File: config.mk
export PLATFORM = sky130hd
export DESIGN_NAME = lpm_ctrl
export DESIGN_NICKNAME = d
export VERILOG_FILES = /design/src/verilog/lpm_pkg.sv /design/src/verilog/lpm_ctrl.sv /design/src/verilog/lpm_pin_sync.sv
export SDC_FILE = /design/constraint.sdc
export NUM_CORES = 1
export LEC_CHECK = 0
export ABC_CLOCK_PERIOD_IN_PS = 5250
export BUFFER_PORTS_ARGS = -buffer_cell sky130_fd_sc_hd__buf_4
export CELL_PAD_IN_SITES_DETAIL_PLACEMENT = 0
export CELL_PAD_IN_SITES_GLOBAL_PLACEMENT = 1
export CORE_ASPECT_RATIO = 1.1
export CORE_MARGIN = 2
export CORE_UTILIZATION = 40
export DETAILED_ROUTE_END_ITERATION = 7
export GPL_ROUTABILITY_DRIVEN = 1
export PLACE_DENSITY_LB_ADDON = 0.1
export SLEW_MARGIN = 20
export SYNTH_ARGS = -nofsm -noshare
export SYNTH_HDL_FRONTEND = slang
export SYNTH_SLANG_ARGS = --single-unit
File: constraint.sdc
create_clock -name ref_clk -period 5.25 [get_ports ref_clk]
set_clock_uncertainty 0.15 [all_clocks]
set_input_delay 0.7875 -clock ref_clk [delete_from_list [all_inputs] [get_ports ref_clk]]
set_output_delay 0.7875 -clock ref_clk [all_outputs]
set_load 0.01 [all_outputs]
File: src/verilog/lpm_pkg.sv
// Shared constants for the low-power mode controller
package lpm_pkg;
    // Register offsets
    localparam logic [7:0] LPM_OFF_CTRL   = 8'h00;
    localparam logic [7:0] LPM_OFF_STATUS = 8'h04;
    // Control register fields
    localparam int LPM_CTRL_STOP_LP   = 0;
    localparam int LPM_CTRL_PDDS      = 1;
    localparam int LPM_CTRL_WUF_CLR   = 2;
    localparam int LPM_CTRL_SBF_CLR   = 3;
    localparam int LPM_CTRL_PVD_EN    = 4;
    localparam int LPM_CTRL_PLSEL_LO  = 5;
    localparam int LPM_CTRL_PLSEL_HI  = 7;
    localparam int LPM_CTRL_BKP_WEN   = 8;
    // Status register fields
    localparam int LPM_STS_WUF        = 0;
    localparam int LPM_STS_SBF        = 1;
    localparam int LPM_STS_PVD_OUT    = 2;
    localparam int LPM_STS_WAKE_PIN_EN = 8;
    localparam logic [8:0] LPM_CTRL_RESET = 9'h000;
    localparam logic [8:0] LPM_STS_RESET  = 9'h000;
    // Wake-up flag clear lands this many cycles after the write
    localparam int LPM_WUF_CLR_DELAY  = 2;
    // Timing, in ns, and derived cycle counts at the system clock
    localparam int LPM_CLK_PERIOD_NS  = 100;
    localparam int LPM_OSC_START_NS   = 2000;
    localparam int LPM_REG_RECOVER_NS = 5000;
    localparam int LPM_CHIP_RESET_NS  = 100000;
    localparam int LPM_OSC_START_CYC  = (LPM_OSC_START_NS + LPM_CLK_PERIOD_NS - 1) / LPM_CLK_PERIOD_NS;
    localparam int LPM_REG_RECOVER_CYC = (LPM_REG_RECOVER_NS + LPM_CLK_PERIOD_NS - 1) / LPM_CLK_PERIOD_NS;
    localparam int LPM_CHIP_RESET_CYC = (LPM_CHIP_RESET_NS + LPM_CLK_PERIOD_NS - 1) / LPM_CLK_PERIOD_NS;

    typedef enum logic [2:0] {
        LPM_RUN       = 3'b000,
        LPM_SLEEP     = 3'b001,
        LPM_STOP      = 3'b010,
        LPM_STOP_WAKE = 3'b011,
        LPM_STANDBY   = 3'b100,
        LPM_CHIP_RST  = 3'b101
    } lpm_state_t;
endpackage : lpm_pkg

File: src/verilog/lpm_ctrl.sv
// Low-power mode controller: mode selection, wake-up, registers
`timescale 1ns/1ps
module lpm_ctrl
    import lpm_pkg::*;
#(
    parameter int OSC_START_CYC   = LPM_OSC_START_CYC,
    parameter int REG_RECOVER_CYC = LPM_REG_RECOVER_CYC,
    parameter int CHIP_RESET_CYC  = LPM_CHIP_RESET_CYC
) (
    input  wire logic        ref_clk,
    input  wire logic        rst,
    input  wire logic        psel,
    input  wire logic        penable,
    input  wire logic        pwrite,
    input  wire logic [7:0]  paddr,
    input  wire logic [31:0] pwdata,
    output logic      [31:0] prdata,
    output logic             pready,
    output logic             pslverr,
    input  wire logic        wait_for_interrupt_instr,
    input  wire logic        wait_for_event_instr,
    input  wire logic        handler_return,
    input  wire logic        sleep_on_handler_exit,
    input  wire logic        deep_sleep_select,
    input  wire logic        irq_pending,
    input  wire logic        event_in,
    input  wire logic        wakeup_pin,
    input  wire logic        external_reset_pin_n,
    input  wire logic        rtc_alarm_evt,
    input  wire logic        rtc_wakeup_evt,
    input  wire logic        tamper_evt,
    input  wire logic        independent_watchdog_rst,
    output logic             core_halt,
    output logic             periph_halt,
    output logic             regulator_low_power,
    output logic             domain_power_off,
    output logic             chip_reset,
    output logic             take_irq_first,
    output logic             restart_from_reset
);
    localparam int CW = 16;
    if (OSC_START_CYC < 1 || REG_RECOVER_CYC < 0 || CHIP_RESET_CYC < 1 ||
        OSC_START_CYC + REG_RECOVER_CYC >= 2**CW || CHIP_RESET_CYC >= 2**CW) begin : g_chk
        $error("lpm_ctrl: timing counts out of range");
    end

    lpm_state_t        state_r, state_nxt;
    logic [CW-1:0]     cnt_r;
    logic              irq_kind_r;
    logic [8:0]        ctrl_r;
    logic              wuf_r, sbf_r, wake_pin_en_r;
    logic [1:0]        wuf_clr_pipe_r;
    logic [1:0]        pin_lvl;
    logic              pin_prev_r;
    logic              extra_r;

    lpm_pin_sync #(.WIDTH(2)) u_sync (
        .ref_clk   (ref_clk),
        .rst       (rst),
        .pin_in    ({~external_reset_pin_n, wakeup_pin}),
        .level_out (pin_lvl)
    );

    always_ff @(posedge ref_clk or posedge rst) begin
        if (rst) pin_prev_r <= 1'b0;
        else     pin_prev_r <= pin_lvl[0];
    end

    wire pin_rise   = pin_lvl[0] && !pin_prev_r && wake_pin_en_r;
    wire enter_wfi  = wait_for_interrupt_instr || (handler_return && sleep_on_handler_exit);
    wire enter_any  = enter_wfi || wait_for_event_instr;
    wire wake_hit   = irq_kind_r ? irq_pending : event_in;
    wire sb_wake    = pin_rise || rtc_alarm_evt || rtc_wakeup_evt || tamper_evt ||
                      pin_lvl[1] || independent_watchdog_rst;
    wire stop_lp    = ctrl_r[LPM_CTRL_STOP_LP];
    wire pdds       = ctrl_r[LPM_CTRL_PDDS];
    wire go_standby = enter_any && deep_sleep_select && pdds && !wuf_r;

    function automatic logic [CW-1:0] stop_wake_len(input logic lp);
        stop_wake_len = CW'(OSC_START_CYC + (lp ? REG_RECOVER_CYC : 0) - 1);
    endfunction : stop_wake_len

    always_comb begin
        state_nxt = state_r;
        case (state_r)
            LPM_RUN: begin
                // Deep select and wait pulse looked at in the same cycle
                if (enter_any) begin
                    if (!deep_sleep_select)  state_nxt = LPM_SLEEP;
                    else if (!pdds)          state_nxt = LPM_STOP;
                    else if (!wuf_r)         state_nxt = LPM_STANDBY;
                end
            end
            LPM_SLEEP:     if (wake_hit) state_nxt = LPM_RUN;
            LPM_STOP:      if (wake_hit) state_nxt = LPM_STOP_WAKE;
            LPM_STOP_WAKE: if (cnt_r == '0) state_nxt = LPM_RUN;
            LPM_STANDBY:   if (sb_wake) state_nxt = LPM_CHIP_RST;
            LPM_CHIP_RST:  if (cnt_r == '0) state_nxt = LPM_RUN;
            default:       state_nxt = LPM_RUN;
        endcase
    end

    always_ff @(posedge ref_clk or posedge rst) begin
        if (rst) state_r <= LPM_RUN;
        else     state_r <= state_nxt;
    end

    always_ff @(posedge ref_clk or posedge rst) begin
        if (rst) begin
            cnt_r <= '0;
        end else if (state_r == LPM_STOP && state_nxt == LPM_STOP_WAKE) begin
            cnt_r <= stop_wake_len(stop_lp);
        end else if (state_r == LPM_STANDBY && state_nxt == LPM_CHIP_RST) begin
            cnt_r <= CW'(CHIP_RESET_CYC - 1);
        end else if (cnt_r != '0) begin
            cnt_r <= cnt_r - 1'b1;
        end
    end

    always_ff @(posedge ref_clk or posedge rst) begin
        if (rst) irq_kind_r <= 1'b0;
        else if (state_r == LPM_RUN && enter_any) irq_kind_r <= enter_wfi;
    end

    // Outputs registered from next state so they change with the mode
    always_ff @(posedge ref_clk or posedge rst) begin
        if (rst) begin
            core_halt           <= 1'b0;
            periph_halt         <= 1'b0;
            regulator_low_power <= 1'b0;
            domain_power_off    <= 1'b0;
            chip_reset          <= 1'b0;
        end else begin
            core_halt           <= state_nxt != LPM_RUN;
            periph_halt         <= state_nxt inside {LPM_STOP, LPM_STOP_WAKE, LPM_STANDBY, LPM_CHIP_RST};
            regulator_low_power <= state_nxt == LPM_STOP && stop_lp;
            domain_power_off    <= state_nxt == LPM_STANDBY;
            chip_reset          <= state_nxt == LPM_CHIP_RST;
        end
    end

    always_ff @(posedge ref_clk or posedge rst) begin
        if (rst) begin
            take_irq_first     <= 1'b0;
            restart_from_reset <= 1'b0;
        end else begin
            take_irq_first     <= state_r != LPM_RUN && state_r != LPM_STANDBY && state_r != LPM_CHIP_RST &&
                                  state_nxt == LPM_RUN && irq_kind_r;
            restart_from_reset <= state_r == LPM_CHIP_RST && state_nxt == LPM_RUN;
        end
    end

    // Register bus: status read takes one extra wait cycle
    wire acc      = psel && penable && !pready;
    wire is_ctrl  = paddr == LPM_OFF_CTRL;
    wire is_sts   = paddr == LPM_OFF_STATUS;
    wire need_ext = is_sts && !pwrite && !extra_r;
    wire done     = acc && !need_ext;
    wire wr_ctrl  = done && pwrite && is_ctrl;
    wire wr_sts   = done && pwrite && is_sts;

    always_ff @(posedge ref_clk or posedge rst) begin
        if (rst) begin
            pready  <= 1'b0;
            pslverr <= 1'b0;
            prdata  <= 32'h0000_0000;
            extra_r <= 1'b0;
        end else begin
            extra_r <= acc && need_ext;
            pready  <= done;
            pslverr <= done && !is_ctrl && !is_sts;
            if (done && !pwrite) begin
                if (is_ctrl)     prdata <= {23'h000000, ctrl_r[8:4], 2'b00, ctrl_r[1:0]};
                else if (is_sts) prdata <= {23'h000000, wake_pin_en_r, 5'h00, 1'b0, sbf_r, wuf_r};
                else             prdata <= 32'h0000_0000;
            end
        end
    end

    // Clear bits self-clear; whole control resets on standby exit
    always_ff @(posedge ref_clk or posedge rst) begin
        if (rst) ctrl_r <= LPM_CTRL_RESET;
        else if (state_r == LPM_CHIP_RST) ctrl_r <= LPM_CTRL_RESET;
        else if (wr_ctrl) ctrl_r <= {pwdata[8:4], 2'b00, pwdata[1:0]};
    end

    always_ff @(posedge ref_clk or posedge rst) begin
        if (rst) wake_pin_en_r <= LPM_STS_RESET[LPM_STS_WAKE_PIN_EN];
        else if (state_r == LPM_CHIP_RST) wake_pin_en_r <= 1'b0;
        else if (wr_sts) wake_pin_en_r <= pwdata[LPM_STS_WAKE_PIN_EN];
    end

    always_ff @(posedge ref_clk or posedge rst) begin
        if (rst) wuf_clr_pipe_r <= 2'b00;
        else     wuf_clr_pipe_r <= {wuf_clr_pipe_r[0], wr_ctrl && pwdata[LPM_CTRL_WUF_CLR]};
    end

    // Hardware set wins over a clear landing in the same cycle
    always_ff @(posedge ref_clk or posedge rst) begin
        if (rst) wuf_r <= LPM_STS_RESET[LPM_STS_WUF];
        else if (pin_rise || rtc_alarm_evt) wuf_r <= 1'b1;
        else if (wuf_clr_pipe_r[LPM_WUF_CLR_DELAY-1]) wuf_r <= 1'b0;
    end

    // Survives the standby exit reset; cleared only by reset or a control write with LPM_CTRL_SBF_CLR set
    always_ff @(posedge ref_clk or posedge rst) begin
        if (rst) sbf_r <= LPM_STS_RESET[LPM_STS_SBF];
        else if (state_nxt == LPM_STANDBY) sbf_r <= 1'b1;
        else if (wr_ctrl && pwdata[LPM_CTRL_SBF_CLR]) sbf_r <= 1'b0;
    end

    // Stop wake cycles counted apart from cnt_r, so the check is independent
    logic [CW-1:0] stop_wait_r;
    logic          stop_lp_at_r;

    always_ff @(posedge ref_clk or posedge rst) begin
        if (rst) begin
            stop_wait_r  <= '0;
            stop_lp_at_r <= 1'b0;
        end else if (state_r == LPM_STOP && wake_hit) begin
            stop_wait_r  <= '0;
            stop_lp_at_r <= stop_lp;
        end else if (state_r == LPM_STOP_WAKE) begin
            stop_wait_r <= stop_wait_r + 1'b1;
        end
    end
endmodule : lpm_ctrl

File: src/verilog/lpm_pin_sync.sv
// Three-stage pin synchroniser with agreement filter
`timescale 1ns/1ps
module lpm_pin_sync #(
    parameter int WIDTH = 1
) (
    input  wire logic             ref_clk,
    input  wire logic             rst,
    input  wire logic [WIDTH-1:0] pin_in,
    output logic      [WIDTH-1:0] level_out
);
    logic [WIDTH-1:0] s1_r;
    logic [WIDTH-1:0] s2_r;
    logic [WIDTH-1:0] s3_r;

    always_ff @(posedge ref_clk or posedge rst) begin
        if (rst) begin
            s1_r <= '0;
            s2_r <= '0;
            s3_r <= '0;
        end else begin
            s1_r <= pin_in;
            s2_r <= s1_r;
            s3_r <= s2_r;
        end
    end

    // A change counts only once stages two and three agree
    always_ff @(posedge ref_clk or posedge rst) begin
        if (rst) begin
            level_out <= '0;
        end else begin
            for (int i = 0; i < WIDTH; i++) begin
                if (s2_r[i] == s3_r[i]) begin
                    level_out[i] <= s3_r[i];
                end
            end
        end
    end
endmodule : lpm_pin_sync

==> results of run 1 <==
==> state kept, by name, summed over array words and instances (netlist names) <==
name / cells
restart_from_reset: 1
wuf_r: 1
core_halt: 1
domain_power_off: 1
sbf_r: 1
wuf_clr_pipe_r: 2
prdata: 7
chip_reset: 1
ctrl_r: 7
pin_prev_r: 1
periph_halt: 1
state_r: 3
pslverr: 1
pready: 1
u_sync.s1_r: 2
u_sync.s3_r: 2
regulator_low_power: 1
u_sync.level_out: 2
u_sync.s2_r: 2
extra_r: 1
cnt_r: 16
irq_kind_r: 1
take_irq_first: 1
wake_pin_en_r: 1
==> report_power, final <==
group	switching, W	internal (W)	leakage (nW)
Sequential	0.0000865	0.000516	0.746
Clock	0.000172	0.000293	0.117
Combinational	0.000178	0.000158	0.732
Total	0.000436	0.000966	1.59
==> critical path, stage by stage, from the launching register on <==
cell     delay (ns)
dfrtp_1        0.40
inv_1          0.10
ha_1           0.33
nor3b_1        0.21
and4_1         0.67
inv_2          0.11
a311o_4        0.45
or2_1          0.23
==> per-layer routing <==
metal  vias to the layer above  GRT usage [%]
met5                         -              0
met3                         7           4.23
met4                         0           7.66
met2                        48           24.9
met1                       981           20.7
li1                        995              -
==> layout make-up <==
type                    count  area share (%)
flip-flops and latches     58            42.8
multi-input cells         194            34.6
repair buffers             52            11.5
clock buffers              12            4.58
well taps                  85            3.14
clock inverters             4            2.18
inverters                  10            1.11
==> cells in the final DEF, fill, tap and decap left out, drive strengths merged, types with 2 or more instances in the layout <==
| cell | instances |
|---|---|
| bufinv | 2 |
| o21ai | 11 |
| mux2i | 14 |
| nor4 | 8 |
| nand2b | 3 |
| nor2 | 34 |
| clkbuf | 12 |
| nand3 | 4 |
| nand4b | 2 |
| o31ai | 4 |
| buf | 52 |
| maj3 | 2 |
| inv | 10 |
| xor2 | 2 |
| xnor2 | 6 |
| and3b | 2 |
| clkinv | 2 |
| nor3 | 15 |
| or4 | 3 |
| conb | 25 |
| nand2 | 22 |
| nor2b | 4 |
| a21oi | 10 |
| dfrtp | 58 |
| a21o | 2 |
| nor3b | 3 |
==> cells by family (layout without fill, tap and decap cells) <==
family / after synthesis / after routing / share of synthesized area, %
flip-flops: 58 / 58 / 51.8
multiplexers: 14 / 14 / 5.00
buffers and inverters: 44 / 78 / 9.55
XOR/XNOR: 8 / 8 / 2.50
other: 1 / 25 / 0.134
AND/OR/NAND/NOR: 107 / 107 / 20.6
AO/OA/AOI/OAI: 37 / 37 / 9.29
adder cells (fa/ha/maj): 3 / 3 / 1.16
==> final timing paths <==
kind / start / cells past startpoint / endpoint / slack, ns
worst max-delay path: cnt_r[0]$_DFFE_PP0P_ / 7 / core_halt$_DFF_PP0_ / 2.48
worst min-delay path: u_sync.s1_r[0]$_DFF_PP0_ / 0 / u_sync.s2_r[0]$_DFF_PP0_ / 0.20
worst max register to register: cnt_r[0]$_DFFE_PP0P_ / 7 / core_halt$_DFF_PP0_ / 2.48
worst min register to register: u_sync.s1_r[0]$_DFF_PP0_ / 0 / u_sync.s2_r[0]$_DFF_PP0_ / 0.20
max in group asynchronous: rst / 3 / cnt_r[15]$_DFFE_PP0P_ / 3.87
min in group asynchronous: rst / 2 / prdata[6]$_DFFE_PP0P_ / 0.21
==> synth_stat cells, types with 2 or more instances <==
cell	number
a21o_1	2
mux2i_1	14
a21oi_1	10
nor4_1	5
and3b_1	2
nor3_1	14
nor2b_1	4
nand3_1	4
dfrtp_1	58
xnor2_1	6
nor2_1	34
o31ai_1	3
maj3_1	2
xor2_1	2
nand2b_1	3
nand2_1	22
nand4b_1	2
or4_1	2
buf_4	25
clkbuf_1	7
nor3b_1	2
o21ai_0	11
nor4_2	2
inv_1	9
==> per-stage QoR <==
stage | hold slack [ns] | utilization [%] | total power [W]
floorplan | 0.181 | - | 0.000866
global placement | 0.182 | 45.9 | 0.000943
detailed placement | 0.185 | 45.9 | 0.000947
CTS | 0.200 | 49.2 | 0.00142
global route | 0.210 | 49.2 | 0.00150
finish | 0.198 | 49.2 | 0.00140
==> impl_results.md, run 1 <==
* Most area-consuming cells after synthesis: dfrtp_1 52%, buf_4 6.7%, mux2i_1 5.0%
* H-tree Lvls at 3
* # setup viols final at 0
* Register area at 1450 sq um
* Grt total ovfl at 0
* Drc violations at 0
* Die height at 91.8 um
* Drt via density at 4.89
* Top_reg_cell synth: dfrtp_1
* Post-route ant nets at 0
* Setup crit start kind: flop
* CTS tree: built
* Area Overhead vs Synth at 20.9%
* CTS resizes at 0
* Num CTS Buffers at 9
* Mapped Cells at 272
* Rows at 32
* Peak VDD IR at 181 uV
* Yosys top cell by area: dfrtp_1
* Hold Crit Class: reg2reg
* Initial antenna violation count at 0
* Crit Path Max Fanout at 17
* IO buf count at 50
* Share of cells above drive strength 1 at 23.6%
* Post-Route Setup TNS at 0 ns
* Post-Syn Area per Cell at 10.3 sq um
* PwrDens at 414 nW/um^2
* Largest net degree at the start of global routing at 50
* Run status: finished clean
* Fill cell count at 681
* Tmin final at ~2.8 ns
* Netlist cell types at between 50 and 60
* Post-CTS Setup Bufs at 0
* Die area at 7690 sq um
* First-pass GRT wire length at approximately 9700 um
* Routed vias at 2031
* Global-route usage over all layers at between 10% and 20%
* Final hold violations at 0
* Maximum Capacitance Violations at 0
* Design Area, Final at 3390 sq um
* Initial core utilization at 40.7%
* Static Leak at 1.59 nW
* DR WL met2 at between 2000 and 3000 um
* Sink Count at 58
* Clock transition at path regs at 0.06 ns
* Die span in x at 83.8 um
* Top-area cell type share of the netlist area at 51.8%
* DR WL/cell at 13.3 um
* Final Non-Filler Cells at 415
* Number of global-route vias before repair at about 2000
* Synth warn at 0
* Netlist Area Pre-Place at between 2000 and 3000 sq um
* Fmax at approximately 360 MHz
* 1st-iter DRT viols at 131
* Sequential element share of the synthesized area at 51.8%
* Antenna diode count at 0
* DR pass1 iterations at 4
* Drt total wl at around 5500 um
* Met3 wire len at 282 um
* DPL Wire Length at between 3000 and 4000 um
* Seq cells post-synth at 58
* Critical path capture point type: flop
* RSZ-0062 raised after global routing: no
* Clk root buf: clkbuf_8
* WS Path Type: reg2reg
* Dpl ws at approximately 2.1 ns
* Top layer reached by signal wires: met4
* Post-synth EDFFs at 0
* Max-Slew Margin vs Limit at 52.0%
* I/O pins at 99
* Max Root-Sink Buffers at 2
* Placed Cells at 399
* Data arrival, critical path at 2.83 ns
* Setup ws final at between 2 and 2.5 ns
* M1 wire length at between 2000 and 3000 um
* Core area at 6890 sq um
* Tightest Pin Transition at 0.715 ns
* Fin crit share at 52.7%
* CP required at roughly 5.3 ns
* Routability Congestion at 0.735
* Placed instance area at 3160 sq um
* Nets at 384
* Slew Limit Fails at 0
* Multi-input gate area at about 1200 sq um
* Hold Buf Count CTS at 0
* Asr flop ratio synth at 100%
* Clk Latency, worst-skew pair at 0.33 ns
(Power assumes the default switching activity.)
==> run 2: changes to the inputs <==
--- a/config.mk
+++ b/config.mk
@@ -5,13 +5,13 @@
 export SDC_FILE = /design/constraint.sdc
 export NUM_CORES = 1
 export LEC_CHECK = 0
-export ABC_CLOCK_PERIOD_IN_PS = 5250
+export ABC_CLOCK_PERIOD_IN_PS = 2300
 export BUFFER_PORTS_ARGS = -buffer_cell sky130_fd_sc_hd__buf_4
 export CELL_PAD_IN_SITES_DETAIL_PLACEMENT = 0
 export CELL_PAD_IN_SITES_GLOBAL_PLACEMENT = 1
 export CORE_ASPECT_RATIO = 1.1
 export CORE_MARGIN = 2
-export CORE_UTILIZATION = 40
+export CORE_UTILIZATION = 34
 export DETAILED_ROUTE_END_ITERATION = 7
 export GPL_ROUTABILITY_DRIVEN = 1
 export PLACE_DENSITY_LB_ADDON = 0.1
==> constraint.sdc (replaced) <==
create_clock -name ref_clk -period 2.3 [get_ports ref_clk]
set_clock_uncertainty 0.15 [all_clocks]
set_input_delay 0.345 -clock ref_clk [delete_from_list [all_inputs] [get_ports ref_clk]]
set_output_delay 0.345 -clock ref_clk [all_outputs]
set_load 0.01 [all_outputs]
==> impl_results.md, run 2 (synthesized netlist as in run 1, its figures left out) <==
* Run status: finished clean (unchanged)
* Tightest Pin Transition at 0.688 ns (was 0.715 ns)
* Final hold violations at 0 (unchanged)
* Hold Path End: extra_r$_DFF_PP0_ (was u_sync.s2_r[0]$_DFF_PP0_)
* Peak VDD IR at 445 uV (was 181 uV)
* Post-CTS Setup Bufs at 0 (unchanged)
* 1st-iter DRT viols at 71 (was 131)
* Area Overhead vs Synth at 28.2% (was 20.9%)
* Global-route usage over all layers at 14.1% (was 16.0%)
* Sink Count at 58 (unchanged)
* Grt total ovfl at 0 (unchanged)
* Met3 wire len at 270 um (was 282 um)
* Placed Cells at 437 (was 399)
* Worst reg2reg path endpoint: cnt_r[11]$_DFFE_PP0P_ (was core_halt$_DFF_PP0_)
* M1 wire length at 2590 um (was 2530 um)
* WS Path Type: reg2reg (unchanged)
* R2R setup slack at 0.15 ns (was 2.48 ns)
* # setup viols final at 0 (unchanged)
* Static Leak at 1.69 nW (was 1.59 nW)
* PnR Total Power at 0.00344 W (was 0.00140 W)
* Routed vias at 2077 (was 2031)
* DR WL/cell at 13.1 um (was 13.3 um)
* Hold Crit Class: in2reg (was reg2reg)
* Core area at 7960 sq um (was 6890 sq um)
* CP required at 2.38 ns (was 5.32 ns)
* First-pass GRT wire length at 9930 um (was 9650 um)
* CTS tree: built (unchanged)
* Commonest non-fill, non-tap cell in the layout: buf_4 (was dfrtp_1)
* Placed instance area at 3310 sq um (was 3160 sq um)
* Post-Route Setup TNS at 0 ns (unchanged)
* Nets at 402 (was 384)
* Post-route ant nets at 0 (unchanged)
* RR Startpoint: cnt_r[0]$_DFFE_PP0P_ (unchanged)
* Critical path capture point type: flop (unchanged)
* I/O pins at 99 (unchanged)
* PwrDens at 958 nW/um^2 (was 414 nW/um^2)
* Largest net degree at the start of global routing at 59 (was 50)
* IO buf count at 50 (unchanged)
* Clock transition at path regs at 0.07 ns (was 0.06 ns)
* Data arrival, critical path at 2.23 ns (was 2.83 ns)
* Drt via density at 4.55 (was 4.89)
* Tmin final at 2.15 ns (was 2.77 ns)
* Number of global-route vias before repair at 2076 (was 2047)
* Reg2Reg Depth at 9 (was 7)
* HP Start: pwrite (was u_sync.s1_r[0]$_DFF_PP0_)
* Die area at 8990 sq um (was 7690 sq um)
* Max-Slew Margin vs Limit at 53.8% (was 52.0%)
* Rows at 34 (was 32)
* Top reg by flops: cnt_r (unchanged)
* Die height at 99.2 um (was 91.8 um)
* Die span in x at 90.6 um (was 83.8 um)
* Drc violations at 0 (unchanged)
* Share of cells above drive strength 1 at 27.0% (was 23.6%)
* Routability Congestion at 0.743 (was 0.735)
* Hold path cells at 2 (was 0)
* DR WL met2 at 3080 um (was 2610 um)
* DR pass1 iterations at 4 (unchanged)
* Slew Limit Fails at 0 (unchanged)
* Top layer reached by signal wires: met4 (unchanged)
* Hold_ws at 0.0387 ns (was 0.198 ns)
* DPL Wire Length at 4350 um (was 3910 um)
* Largest registers: cnt_r x16, ctrl_r x7, prdata x7 (unchanged)
* Final Non-Filler Cells at 456 (was 415)
* Clk Latency, worst-skew pair at 0.34 ns (was 0.33 ns)
* Drt total wl at 5990 um (was 5530 um)
* Clk root buf: clkbuf_8 (unchanged)
* Max reg flops at 16 (unchanged)
* Initial antenna violation count at 0 (unchanged)
* Crit Path Max Fanout at 7 (was 17)
* Fmax at 466 MHz (was 361 MHz)
* Design Area, Final at 3590 sq um (was 3390 sq um)
* Antenna diode count at 0 (unchanged)
* Fill cell count at 805 (was 681)
* Max Root-Sink Buffers at 2 (unchanged)
* Fin crit share at 93.3% (was 52.7%)
* Setup crit start kind: flop (unchanged)
* Num CTS Buffers at 9 (unchanged)
* Most frequent cells in the layout: 66 x buf_4, 58 x dfrtp_1, 34 x nor2_1 (was 58 x dfrtp_1, 52 x buf_4, 34 x nor2_1)
* Initial core utilization at 35.2% (was 40.7%)
* H-tree Lvls at 3 (unchanged)
* Maximum Capacitance Violations at 0 (unchanged)
## run 2: metal layers
metal / vias up / track usage (%)
li1: 1031 / -
met1: 997 / 16.9
met5: - / 0
met4: 0 / 4.97
met2: 44 / 23.5
met3: 5 / 5.00
## run 2: where the power goes
group	switching, W	total, W	leakage (nW)	internal (W)
sequential	0.000186	0.00136	0.746	0.00118
clock	0.000447	0.00118	0.120	0.000728
combinational	0.000448	0.000904	0.823	0.000456
## run 2: metrics by stage
stage	util, %	setup WS [ns]
global route	45.2	-0.00484
detailed placement	41.6	0.0953
finish	45.2	0.153
floorplan	-	0.162
CTS	45.1	0.124
global placement	41.6	0.111
## run 2: how the worst max path moves through the flow
stage / from / end / slack, ns
5_1_grt: cnt_r[11]$_DFFE_PP0P_ / cnt_r[1]$_DFFE_PP0P_ / -0.005
3_5_place_dp: rtc_wakeup_evt / core_halt$_DFF_PP0_ / 0.1
3_3_place_gp: rtc_wakeup_evt / core_halt$_DFF_PP0_ / 0.11
6_report: cnt_r[0]$_DFFE_PP0P_ / cnt_r[11]$_DFFE_PP0P_ / 0.15
2_1_floorplan: cnt_r[0]$_DFFE_PP0P_ / core_halt$_DFF_PP0_ / 0.16
4_1_cts: cnt_r[0]$_DFFE_PP0P_ / cnt_r[11]$_DFFE_PP0P_ / 0.12
## run 2: critical path, stage by stage, from the launching register on
cell	delay [ns]
dfrtp_1	0.38
inv_1	0.08
ha_1	0.21
nor3b_1	0.13
and4_1	0.24
buf_4	0.17
buf_4	0.16
nor4_1	0.30
xnor2_1	0.16
nor2_1	0.05
## run 2: area by class of cell
type                    count  area [sq um]  share of cell area, %
well taps                 108           135                   3.76
flip-flops and latches     58          1450                   40.4
inverters                  10          37.5                   1.04
clock buffers               9           124                   3.45
multi-input cells         194          1170                   32.7
repair buffers             70           546                   15.2
clock inverters             7           124                   3.45
## run 2: repair_timing
action                                  in CTS  in global routing
hold buffers                                 3                  0
endpoints found under the setup margin       0                  1
endpoints found under the hold margin       60                  0
resized for setup                            0                  1
